**src/port_cfg_map.svh**
```systemverilog
`ifndef PORT_CFG_MAP_SVH
`define PORT_CFG_MAP_SVH

// ********************************************************************
// Register byte offsets inside the port configuration space.
// ********************************************************************
`define MSI_CTL_OFS 12'h0d0
`define MSI_LO_OFS 12'h0d4
`define MSI_HI_OFS 12'h0d8
`define MSI_PAYLOAD_OFS 12'h0dc
`define SS_CAP_OFS 12'h0f0
`define SS_IDENT_OFS 12'h0f4
`define IND_PTR_OFS 12'h0f8
`define IND_WIN_OFS 12'h0fc

// ********************************************************************
// Constant field values and reset values.
// ********************************************************************
`define MSI_CAP_CODE 8'h05
`define SS_CAP_CODE 8'h0d
`define NEXT_LINK_RST 8'h00
`define MSI_EN_RST 1'b0
`define MSI_EN_BIT 16
`define MSI_A64_BIT 23
`define WORD_RST 32'h0000_0000

// ********************************************************************
// Field positions of the indirect pointer.
// ********************************************************************
`define PTR_DW_LSB 2
`define PTR_PAGE_LSB 8

`endif

```
**src/port_cfg_pkg.sv**
```systemverilog
package port_cfg_pkg;

    // Architectural contents of the register bank plus the access answer.
    typedef struct packed {
        logic msi_en;
        logic [7:0] msi_next;
        logic [29:0] msi_lo;
        logic [31:0] msi_hi;
        logic [15:0] payload;
        logic [7:0] ss_next;
        logic [31:0] ss_ident;
        logic [5:0] ptr_dw;
        logic [3:0] ptr_page;
        logic [31:0] rdata;
        logic ack;
    } bank_state_t;

    // Interrupt write request being offered upstream.
    typedef struct packed {
        logic valid;
        logic is64;
        logic [63:0] addr;
        logic [15:0] data;
        logic pend;
    } msi_state_t;

endpackage

```
**src/msi_issuer.sv**
```systemverilog
`timescale 1ns/1ps
`default_nettype none
`include "port_cfg_map.svh"

module msi_issuer
    import port_cfg_pkg::*;
(
    input wire logic sys_clk,
    input wire logic rst_b,
    input wire logic fire,
    input wire logic en,
    input wire logic [29:0] lo,
    input wire logic [31:0] hi,
    input wire logic [15:0] payload,
    input wire logic ready,
    output logic valid,
    output logic is64,
    output logic [63:0] addr,
    output logic [31:0] data
);
    msi_state_t s_q, s_d;

    // ****************************************************************
    // Request capture and hand-off.
    // ****************************************************************

    // A trigger that lands while a request is still waiting is kept as
    // pending; only one is held, so further triggers while it waits merge into it.
    always_comb begin
        s_d = s_q;
        if (s_q.valid && ready) begin
            s_d.valid = 1'b0;
        end
        if (!en) begin
            s_d.pend = 1'b0;
        end else if ((fire || s_q.pend) && !s_d.valid) begin
            s_d.valid = 1'b1;
            s_d.pend = 1'b0;
            s_d.is64 = (hi != 32'h0000_0000);
            s_d.addr = (hi != 32'h0000_0000) ? {hi, lo, 2'b00} : {32'h0000_0000, lo, 2'b00};
            s_d.data = payload;
        end else if (fire) begin
            s_d.pend = 1'b1;
        end
    end

    always_ff @(posedge sys_clk or negedge rst_b) begin
        if (!rst_b) begin
            s_q <= '0;
        end else begin
            s_q <= s_d;
        end
    end

    // The address is passed on unchanged; the request leaves only on the
    // upstream-facing port, so software must aim it at the root.
    assign valid = s_q.valid;
    assign is64 = s_q.is64;
    assign addr = s_q.addr;
    assign data = {16'h0000, s_q.data};

    // ****************************************************************
    // Checks.
    // ****************************************************************
    property p_wide_addr;
        @(posedge sys_clk) disable iff (!rst_b)
        valid |-> (is64 == (addr[63:32] != 32'h0000_0000));
    endproperty
    a_wide_addr: assert property (p_wide_addr) else $error("address width flag wrong");

    property p_data_top;
        @(posedge sys_clk) disable iff (!rst_b)
        $rose(valid) |-> data[31:16] == 16'h0000 && data[15:0] == $past(payload);
    endproperty
    a_data_top: assert property (p_data_top) else $error("interrupt data wrong");

    property p_only_enabled;
        @(posedge sys_clk) disable iff (!rst_b)
        $rose(valid) |-> $past(en);
    endproperty
    a_only_enabled: assert property (p_only_enabled) else $error("interrupt while off");
endmodule

`default_nettype wire

```
**src/port_msi_subsystem_code_indirect_cfg_regs.sv**
```systemverilog
// Functional notes
// - A non-zero upper target makes the interrupt write use a 64-bit address, else 32-bit.
// - Interrupt writes leave toward the upstream port and software must aim them there.
// - The 16-bit payload gives the low data half; payload bits 31:16 read zero.
// - The subsystem header returns code 0xD, a next link resetting to 0x00, upper half zero.
// - The subsystem word holds maker code low and subsystem code high, lock-writable, reset 0.
// - The indirect pointer holds dword index 7:2 and page index 11:8; other bits read zero.
// - A read of the window returns the register that the pointer selects.
// - A write of the window writes the register that the pointer selects.
// - Indirect accesses use the byte enables of the window access.
// - With the pointer on the window itself, window reads give zero and writes are dropped.
// - With the pointer on itself, a window write changes the pointer.
// - Window accesses from the management path read zero and write nothing.
// - The lower target holds bits 31:2 of the dword-aligned address; bits 1:0 are zero.
// - Interrupt requests are raised only while enable bit 16 of the control word is set; reset off.
`timescale 1ns/1ps
`default_nettype none
`include "port_cfg_map.svh"

module port_msi_subsystem_code_indirect_cfg_regs
    import port_cfg_pkg::*;
(
    input wire logic sys_clk,
    input wire logic rst_b,
    input wire logic cfg_req,
    input wire logic cfg_wr,
    input wire logic cfg_mgmt,
    input wire logic [11:0] cfg_addr,
    input wire logic [3:0] cfg_be,
    input wire logic [31:0] cfg_wdata,
    input wire logic cfg_unlock,
    output logic [31:0] cfg_rdata,
    output logic cfg_ack,
    input wire logic msi_fire,
    input wire logic upstream_msi_ready,
    output logic upstream_msi_valid,
    output logic upstream_msi_is64,
    output logic [63:0] upstream_msi_addr,
    output logic [31:0] upstream_msi_data
);
    bank_state_t s_q, s_d;
    logic [9:0] ptr_idx;
    logic [9:0] req_idx;

    // ****************************************************************
    // Shared decode helpers.
    // ****************************************************************

    // Contents of one register as a configuration read sees it.
    function automatic logic [31:0] read_reg(bank_state_t s, logic [9:0] idx);
        logic [31:0] v;
        v = `WORD_RST;
        case ({idx, 2'b00})
            `MSI_CTL_OFS: begin
                v[7:0] = `MSI_CAP_CODE;
                v[15:8] = s.msi_next;
                v[`MSI_EN_BIT] = s.msi_en;
                v[`MSI_A64_BIT] = 1'b1;
            end
            `MSI_LO_OFS: v = {s.msi_lo, 2'b00};
            `MSI_HI_OFS: v = s.msi_hi;
            `MSI_PAYLOAD_OFS: v = {16'h0000, s.payload};
            `SS_CAP_OFS: v = {16'h0000, s.ss_next, `SS_CAP_CODE};
            `SS_IDENT_OFS: v = s.ss_ident;
            `IND_PTR_OFS: v = {20'h00000, s.ptr_page, s.ptr_dw, 2'b00};
            default: v = `WORD_RST;
        endcase
        return v;
    endfunction

    // Store a byte-enabled write; lock-protected fields need the unlock.
    function automatic bank_state_t write_reg(bank_state_t s, logic [9:0] idx,
                                              logic [31:0] wd, logic [3:0] be,
                                              logic unlock);
        bank_state_t r;
        logic [31:0] m;
        r = s;
        m = read_reg(s, idx);
        for (int b = 0; b < 4; b++) begin
            if (be[b]) begin
                m[8*b +: 8] = wd[8*b +: 8];
            end
        end
        case ({idx, 2'b00})
            `MSI_CTL_OFS: begin
                r.msi_en = m[`MSI_EN_BIT];
                if (unlock) begin
                    r.msi_next = m[15:8];
                end
            end
            `MSI_LO_OFS: r.msi_lo = m[31:2];
            `MSI_HI_OFS: r.msi_hi = m;
            `MSI_PAYLOAD_OFS: r.payload = m[15:0];
            `SS_CAP_OFS: begin
                if (unlock) begin
                    r.ss_next = m[15:8];
                end
            end
            `SS_IDENT_OFS: begin
                if (unlock) begin
                    r.ss_ident = m;
                end
            end
            `IND_PTR_OFS: begin
                r.ptr_dw = m[7:2];
                r.ptr_page = m[11:8];
            end
            default: r = s;
        endcase
        return r;
    endfunction

    // ****************************************************************
    // Configuration access handling.
    // ****************************************************************
    assign ptr_idx = {s_q.ptr_page, s_q.ptr_dw};
    assign req_idx = cfg_addr[11:2];

    // Every request is answered on the next edge; the window is resolved
    // through the pointer, and the window never reaches itself, which
    // keeps the indirection from recursing.
    always_comb begin
        s_d = s_q;
        s_d.ack = cfg_req;
        s_d.rdata = `WORD_RST;
        if (cfg_req) begin
            if ({req_idx, 2'b00} == `IND_WIN_OFS) begin
                if (cfg_mgmt || {ptr_idx, 2'b00} == `IND_WIN_OFS) begin
                    s_d.rdata = `WORD_RST;
                end else if (cfg_wr) begin
                    s_d = write_reg(s_d, ptr_idx, cfg_wdata, cfg_be, cfg_unlock);
                end else begin
                    s_d.rdata = read_reg(s_q, ptr_idx);
                end
            end else if (cfg_wr) begin
                s_d = write_reg(s_d, req_idx, cfg_wdata, cfg_be, cfg_unlock);
            end else begin
                s_d.rdata = read_reg(s_q, req_idx);
            end
        end
    end

    always_ff @(posedge sys_clk or negedge rst_b) begin
        if (!rst_b) begin
            s_q <= '0;
            s_q.msi_en <= `MSI_EN_RST;
            s_q.ss_next <= `NEXT_LINK_RST;
            s_q.msi_next <= `NEXT_LINK_RST;
        end else begin
            s_q <= s_d;
        end
    end

    assign cfg_rdata = s_q.rdata;
    assign cfg_ack = s_q.ack;

    // ****************************************************************
    // Interrupt write generation.
    // ****************************************************************
    msi_issuer u_issuer (
        .sys_clk(sys_clk),
        .rst_b(rst_b),
        .fire(msi_fire),
        .en(s_q.msi_en),
        .lo(s_q.msi_lo),
        .hi(s_q.msi_hi),
        .payload(s_q.payload),
        .ready(upstream_msi_ready),
        .valid(upstream_msi_valid),
        .is64(upstream_msi_is64),
        .addr(upstream_msi_addr),
        .data(upstream_msi_data)
    );

    // ****************************************************************
    // Checks.
    // ****************************************************************
    property p_win_self;
        @(posedge sys_clk) disable iff (!rst_b)
        cfg_req && !cfg_wr && {req_idx, 2'b00} == `IND_WIN_OFS
            && {ptr_idx, 2'b00} == `IND_WIN_OFS |=> cfg_ack && cfg_rdata == 32'h0;
    endproperty
    a_win_self: assert property (p_win_self) else $error("self window read not zero");

    property p_mgmt_read;
        @(posedge sys_clk) disable iff (!rst_b)
        cfg_req && !cfg_wr && cfg_mgmt && {req_idx, 2'b00} == `IND_WIN_OFS
            |=> cfg_rdata == 32'h0;
    endproperty
    a_mgmt_read: assert property (p_mgmt_read) else $error("management read not zero");

    property p_mgmt_write;
        @(posedge sys_clk) disable iff (!rst_b)
        cfg_req && cfg_wr && cfg_mgmt && {req_idx, 2'b00} == `IND_WIN_OFS
            |=> $stable(s_q.msi_hi) && $stable(s_q.payload) && $stable(ptr_idx);
    endproperty
    a_mgmt_write: assert property (p_mgmt_write) else $error("management write took effect");

    property p_ptr_self;
        @(posedge sys_clk) disable iff (!rst_b)
        cfg_req && cfg_wr && !cfg_mgmt && cfg_be[1:0] == 2'b11
            && {req_idx, 2'b00} == `IND_WIN_OFS && {ptr_idx, 2'b00} == `IND_PTR_OFS
            |=> ptr_idx == $past(cfg_wdata[11:2]);
    endproperty
    a_ptr_self: assert property (p_ptr_self) else $error("pointer not rewritten");

    property p_ind_write;
        @(posedge sys_clk) disable iff (!rst_b)
        cfg_req && cfg_wr && !cfg_mgmt && cfg_be == 4'b0001
            && {req_idx, 2'b00} == `IND_WIN_OFS && {ptr_idx, 2'b00} == `MSI_PAYLOAD_OFS
            |=> s_q.payload == {$past(s_q.payload[15:8]), $past(cfg_wdata[7:0])};
    endproperty
    a_ind_write: assert property (p_ind_write) else $error("indirect lane write wrong");

    property p_ind_read;
        @(posedge sys_clk) disable iff (!rst_b)
        cfg_req && !cfg_wr && !cfg_mgmt
            && {req_idx, 2'b00} == `IND_WIN_OFS && {ptr_idx, 2'b00} == `MSI_PAYLOAD_OFS
            |=> cfg_rdata == {16'h0000, $past(s_q.payload)};
    endproperty
    a_ind_read: assert property (p_ind_read) else $error("indirect read wrong");

    property p_ptr_rsv;
        @(posedge sys_clk) disable iff (!rst_b)
        cfg_req && !cfg_wr && {req_idx, 2'b00} == `IND_PTR_OFS
            |=> cfg_rdata[1:0] == 2'b00 && cfg_rdata[31:12] == 20'h00000;
    endproperty
    a_ptr_rsv: assert property (p_ptr_rsv) else $error("pointer reserved bits set");

    property p_cap_hdr;
        @(posedge sys_clk) disable iff (!rst_b)
        cfg_req && !cfg_wr && {req_idx, 2'b00} == `SS_CAP_OFS
            |=> cfg_rdata[7:0] == 8'h0d && cfg_rdata[31:16] == 16'h0000;
    endproperty
    a_cap_hdr: assert property (p_cap_hdr) else $error("subsystem header wrong");

    property p_locked;
        @(posedge sys_clk) disable iff (!rst_b)
        cfg_req && cfg_wr && !cfg_unlock && {req_idx, 2'b00} == `SS_IDENT_OFS
            |=> $stable(s_q.ss_ident);
    endproperty
    a_locked: assert property (p_locked) else $error("locked word changed");
endmodule

`default_nettype wire

```
**config.mk**
```make
export PLATFORM = sky130hd
export DESIGN_NAME = port_msi_subsystem_code_indirect_cfg_regs
export DESIGN_NICKNAME = d
export VERILOG_FILES = /design/src/port_cfg_pkg.sv /design/src/msi_issuer.sv /design/src/port_msi_subsystem_code_indirect_cfg_regs.sv
export VERILOG_INCLUDE_DIRS = /design/src /design/src/src
export SDC_FILE = /design/constraint.sdc
export NUM_CORES = 1
export LEC_CHECK = 0
export ABC_AREA = 1
export BUFFER_PORTS_ARGS = -buffer_cell sky130_fd_sc_hd__buf_2
export CAP_MARGIN = 20
export CORE_UTILIZATION = 25
export CTS_CLUSTER_SIZE = 40
export DETAILED_ROUTE_END_ITERATION = 12
export MAX_ROUTING_LAYER = met4
export SLEW_MARGIN = 20
export SYNTH_ARGS = -nofsm -noshare
export SYNTH_HDL_FRONTEND = slang
export SYNTH_HIERARCHICAL = 1
export SYNTH_SLANG_ARGS = --single-unit
```
**constraint.sdc**
```tcl
create_clock -name sys_clk -period 1.8 [get_ports sys_clk]
set_clock_uncertainty 0.1 [all_clocks]
set_input_delay 0.27 -clock sys_clk [delete_from_list [all_inputs] [get_ports sys_clk]]
set_output_delay 0.27 -clock sys_clk [all_outputs]
set_load 0.005 [all_outputs]
```
---- Word-level counts from Yosys, hierarchy flattened ----
Index checks and enable logic that the tools add are counted.
storage, ports and cells
  memories ................................ 0
  bits in latches ......................... 0
  memory bits (writable) .................. 0
  output and inout bits ................... 131
  bits in read-only memories .............. 0
  input bits .............................. 56
  flip-flop bits (word level) ............. 253
cells by class
  order comparisons ....................... 0
  muxes and demuxes ....................... 55
  shift-type cells ........................ 0
  equal/unequal tests ..................... 25
  divide/modulo/power cells ............... 0
  reductions and logical operators ........ 26
  $add $sub $neg .......................... 0
  $mul .................................... 0
  bitwise gates (word level) .............. 0
operator list
  kind                   number
  $mux W137              3
  $mux W32               9
  $pmux W17 S7           2
  $pmux W17 S6           2
  $mux W170              1
  $mux W82               2
  $eq A10 B6 Y1 const B  16
  $mux W8                12
  $mux W64               1
  $mux W30               2
  $pmux W8 S3            2
  $pmux W6 S3            2
  $mux W33               1
  $mux W16               2
  $pmux W8 S2            2
  $reduce_bool A32 Y1    1
  $reduce_and A6 Y1      5
  $reduce_and A8 Y1      3
  $reduce_bool A2 Y1     11
  $mux W10               2
  $mux W9                2
  $ne A2 B1 Y1 const B   7
  $pmux W1 S4            2
  $pmux W1 S3            2
  other kinds (7)        12

---- Depth between registers and ports, before layout ----
  depth in word-level cells ............... 9
  gate-level depth with buffers ........... 15
  depth with buffers taken out ............ 15

---- Hierarchy ----
The synthesis kept the hierarchy.
modules (own cells, without submodules)
  module                                     times used  sequential area each (um^2)  cells an instance  area each (um^2)
  port_msi_subsystem_code_indirect_cfg_regs  1           4254.1                       1583               10667.7
  msi_issuer                                 1           2026.9                       467                3887.5

---- Worst setup path after synthesis ----
OpenSTA, ideal clock, no wires.
  path type ............................... register to register
  start point ............................. register s_q, in the netlist ptr_idx[2]
  end point ............................... register s_q[163] (netlist name)
  clock period less this slack ............ 1961 ps
  arrival time ............................ 1743 ps
  data required time ...................... 1581 ps
  setup time .............................. 119 ps
  slack ................................... -161 ps
  stages on the path, launching flop included .. 13
  path through ............................ dfrtp_1 -> nand2_1 -> inv_2 -> nand2_1 -> inv_2 -> a21oi_1 -> o21ai_1 -> nor2_4 -> nand2_2 -> nor2_2 -> inv_2 -> nand2_1 -> nand2_1
on the way
  cells in the longest elaborated chain, start to end .. 8
  elaborated cells between the ends (all ways) .. 21
  classes of those cells .................. eq/ne: 10; mux: 7; reduce/logical: 4
ends and longest elaborated chain
  item           line                                              source
  from (decl)    port_msi_subsystem_code_indirect_cfg_regs.sv:41   bank_state_t s_q, s_d;
  $eq A10 B6 Y1  port_msi_subsystem_code_indirect_cfg_regs.sv:53   case ({idx, 2'b00})
  $pmux W17 S6   port_msi_subsystem_code_indirect_cfg_regs.sv:53
  $mux W8        port_msi_subsystem_code_indirect_cfg_regs.sv:80   if (be[b]) begin
  $mux W8        port_msi_subsystem_code_indirect_cfg_regs.sv:87   if (unlock) begin
  $mux W9        port_msi_subsystem_code_indirect_cfg_regs.sv:84   case ({idx, 2'b00})
  $mux W137      port_msi_subsystem_code_indirect_cfg_regs.sv:130  end else if (cfg_wr) begin
  $mux W137      port_msi_subsystem_code_indirect_cfg_regs.sv:128  if (cfg_mgmt || {ptr_idx, 2'b00} == `IND_WIN_OFS) begin
  $mux W170      port_msi_subsystem_code_indirect_cfg_regs.sv:127  if ({req_idx, 2'b00} == `IND_WIN_OFS) begin
Parallel ways exist; a longest one is shown, timed or not. The select of a mux whose other input is x is not followed.
A chain may end at the register's enable or synchronous reset.

---- Worst setup path after layout ----
  start point ............................. register s_q, in the netlist ptr_idx[6]
  end point ............................... register s_q[165] (netlist name)
The elaborated chain is that of the path after synthesis.

==> impl_metrics.env <==
export IMPL_reg2reg_depth=14
export IMPL_grt_ovfl_total=0
export IMPL_routed_via_density=4.71
export IMPL_clock_latency_ns=0.57
export IMPL_grtUsageTotal_pct=20.1
export IMPL_arrival_ns=2.57
export IMPL_syn_area_um2=14600
export IMPL_routedWlPerCell_um=18.6
export IMPL_setup_violations=169
export IMPL_ys_warn_count=6
export IMPL_layout_min_cycle_time_ns=2.21
export IMPL_area_growth_pct=37.8
export IMPL_synth_edf_count=0
export IMPL_cts_sinks=251
export IMPL_crit_type="flop to flop"
export IMPL_met3_length_um=4490
export IMPL_cp_max_fo=7
export IMPL_fmax_mhz=453
export IMPL_async_reset_ff_share_pct=100
export IMPL_cap_violations=0
export IMPL_grt_setup_unrepaired="yes"
export IMPL_die_x_um=243
export IMPL_die_y_um=243
export IMPL_die_area_um2=59200
export IMPL_routed_top_layer="met4"
export IMPL_port_buffer_count=166
export IMPL_cts_made_buffers=29
export IMPL_fillers=6010
export IMPL_holdWs_ns=0.0161
export IMPL_cellLeakagePower_nw=10.5
export IMPL_dp_hpwl_um=44000
export IMPL_max_slew_worst_pin_slew_ns=0.796
export IMPL_root_buffer="clkbuf_16"
export IMPL_holdPathStages=5
export IMPL_htreeDepth=1
export IMPL_holdPathEnd="s_q[123]"
export IMPL_postRouteAntennaNets=0
export IMPL_placed_cells=3028
export IMPL_grt_max_degree=64
export IMPL_endpoint_kind="flop"
export IMPL_fin_ws_ns=-0.409
export IMPL_rows=88
export IMPL_crit_reg2reg_capture="s_q[165]"
export IMPL_wl_um=58300
export IMPL_drt_iter0_markers=1328
export IMPL_grt_pass1_wl_um=88600
export IMPL_period_share_pct=123
export IMPL_vdd_drop_max_mv=0.706
export IMPL_core_area_um2=57600
export IMPL_tns_ns=-54.62
export IMPL_post_route_cell_area_um2=20100
export IMPL_worstReg2RegStart="ptr_idx[6]"
export IMPL_min_delay_start="cfg_wdata[24]"
export IMPL_final_cells=3127
export IMPL_cts_tree="yes"
export IMPL_finalHoldViolCount=0
export IMPL_final_util_pct=34.8
export IMPL_synth_seq_cells=251
export IMPL_m1WireLength_um=25200
export IMPL_place_area_um2=17400
export IMPL_avgSynthCellArea_um2=7.10
export IMPL_rrSetupSlack_ns=-0.41
export IMPL_netlist_instances=2050
export IMPL_outcome="complete, but fails checks"
export IMPL_worstHoldPathType="primary input to flop"
export IMPL_start_util_pct=25.3
export IMPL_yosysSeqAreaShare_pct=43.2
export IMPL_met2_length_um=26100
export IMPL_finalMaxSlewViolations=0
export IMPL_power_mw=12.8
export IMPL_cts_buffer_depth=3
export IMPL_cts_reportedPaths_clkPinSlew_ns=0.06
export IMPL_startpoint_type="flop"
export IMPL_grt_pass1_vias=14400
export IMPL_synth_distinct_cells=38
export IMPL_dp_slack_ns=-0.655
export IMPL_final_nets=2394
export IMPL_antenna_found_initial=2
export IMPL_via_count=14700
export IMPL_first_pass_iters=6
export IMPL_slew_headroom_pct=46.9
export IMPL_worstPathRequired_ns=2.16
export IMPL_place_gp_congestion=1.00
export IMPL_pwr_density_cell_nw_per_um2=638
export IMPL_violations="negative setup slack"
export IMPL_synth_ff_type="dfrtp_1"
export IMPL_drc=0
export IMPL_pin_count=187
export IMPL_drive_gt1_share_pct=33.1
critical path: stages (launching register included):
cell and delay, ns:
dfrtp_1 0.40, inv_1 0.07, nand2_2 0.06, nor2_4 0.24, buf_12 0.16, nand3_2 0.09
nand2_2 0.10, inv_4 0.06, nand2_4 0.13, buf_12 0.14, nand2_1 0.07, nand3_2 0.11
nand3_4 0.19, nand3_2 0.12, nand2_1 0.05
layout make-up:
type	count	area, um^2	share of cell area (%)
Clock inverter	14	189	0.942
Multi-Input combinational cell	1446	7570	37.7
Antenna cell	3	7.51	0.0374
Clock buffer	38	790	3.94
Inverter	161	629	3.14
Timing Repair Buffer	449	3640	18.1
Tap cell	765	957	4.77
Sequential cell	251	6280	31.3
Yosys cell counts, types with 2 or more instances:
| cell type | number | share of area [%] |
|---|---|---|
| nand2_1 | 838 | 22 |
| dfrtp_1 | 251 | 43 |
| nand3_1 | 221 | 7.6 |
| inv_1 | 138 | 3.6 |
| buf_4 | 134 | 6.9 |
| nor2_1 | 112 | 2.9 |
| o21ai_0 | 79 | 2.7 |
| buf_2 | 44 | 1.5 |
| a21oi_1 | 38 | 1.3 |
| o22ai_1 | 22 | 0.95 |
| inv_2 | 20 | 0.52 |
| clkbuf_1 | 19 | 0.49 |
| or2_2 | 16 | 0.69 |
| nand4_1 | 15 | 0.64 |
| o221ai_1 | 13 | 0.78 |
| nor2_2 | 11 | 0.47 |
| o211ai_1 | 11 | 0.57 |
| o21ai_1 | 9 | 0.31 |
| buf_6 | 7 | 0.54 |
| nand2_2 | 7 | 0.30 |
| nor2_4 | 6 | 0.46 |
| buf_1 | 5 | 0.13 |
| nor3_1 | 5 | 0.17 |
| or2_1 | 5 | 0.21 |
| nor3b_1 | 4 | 0.21 |
| o21bai_1 | 3 | 0.15 |
| and3_1 | 2 | 0.086 |
| clkinv_1 | 2 | 0.052 |
| nand2_4 | 2 | 0.15 |
| nand3_2 | 2 | 0.14 |
| nor2_8 | 2 | 0.28 |
what timing repair did:
action                                  CTS  global route
endpoints found under the setup margin  169           169
pin swaps                                71            34
endpoints found under the hold margin   199             0
gates resized for setup                 255            54
setup buffers                            22             8
gates cloned                              2             1
hold buffers                             18             0
cell usage in the layout (no fill, tap or decap), drive strengths merged:
cell type      n
a21oi         40
and3           2
buf          430
bufinv         4
clkbuf        39
clkinv         9
clkinvlp       2
conb          18
dfrtp        251
diode          3
dlygate4sd3   18
inv          160
nand2        847
nand3        223
nand4         15
nor2         131
nor3           5
nor3b          4
o211ai        11
o21a           1
o21ai         89
o21bai         3
o221ai        13
o22ai         23
or2           21
kinds of logic after synthesis:
kind of cell	after synthesis	share of synthesized area, %
buffers and inverters	370	13.8
and+or+nand+nor	1248	35.9
other	1	0.0258
DFF	251	43.2
AOI/OAI and AO/OA	180	7.15
layer usage:
metal	global-route usage [%]	vias up
met4	8.12	0
met5	-	-
met1	26.2	6997
met3	3.16	142
met2	31.0	647
li1	-	6956
worst max path at each step:
stage,from,to,slack (ns),cells past startpoint
after floorplan,cfg_addr[10],s_q[87],-0.08,13
after global placement,cfg_addr[8],cfg_rdata[16],-0.66,14
after detailed placement,cfg_addr[8],cfg_rdata[16],-0.66,14
after CTS,ptr_idx[7],cfg_rdata[16],-0.34,14
after global routing,ptr_idx[6],s_q[165],-0.47,14
final,ptr_idx[6],s_q[165],-0.41,14
power by group:
part	switching (mW)	internal (mW)
Clock	2.50	3.66
Combinational	0.567	0.306
Sequential	0.0554	5.71
state kept, by name, indices dropped and copies added (netlist names):
| register | cells |
|---|---|
| u_issuer/is64 | 1 |
| u_issuer/addr | 62 |
| cfg_ack | 1 |
| u_issuer/valid | 1 |
| u_issuer/data | 16 |
| u_issuer/s_q | 1 |
| ptr_idx | 10 |
| cfg_rdata | 32 |
| s_q | 127 |
Note: power is estimated with default switching activity, not from simulation.
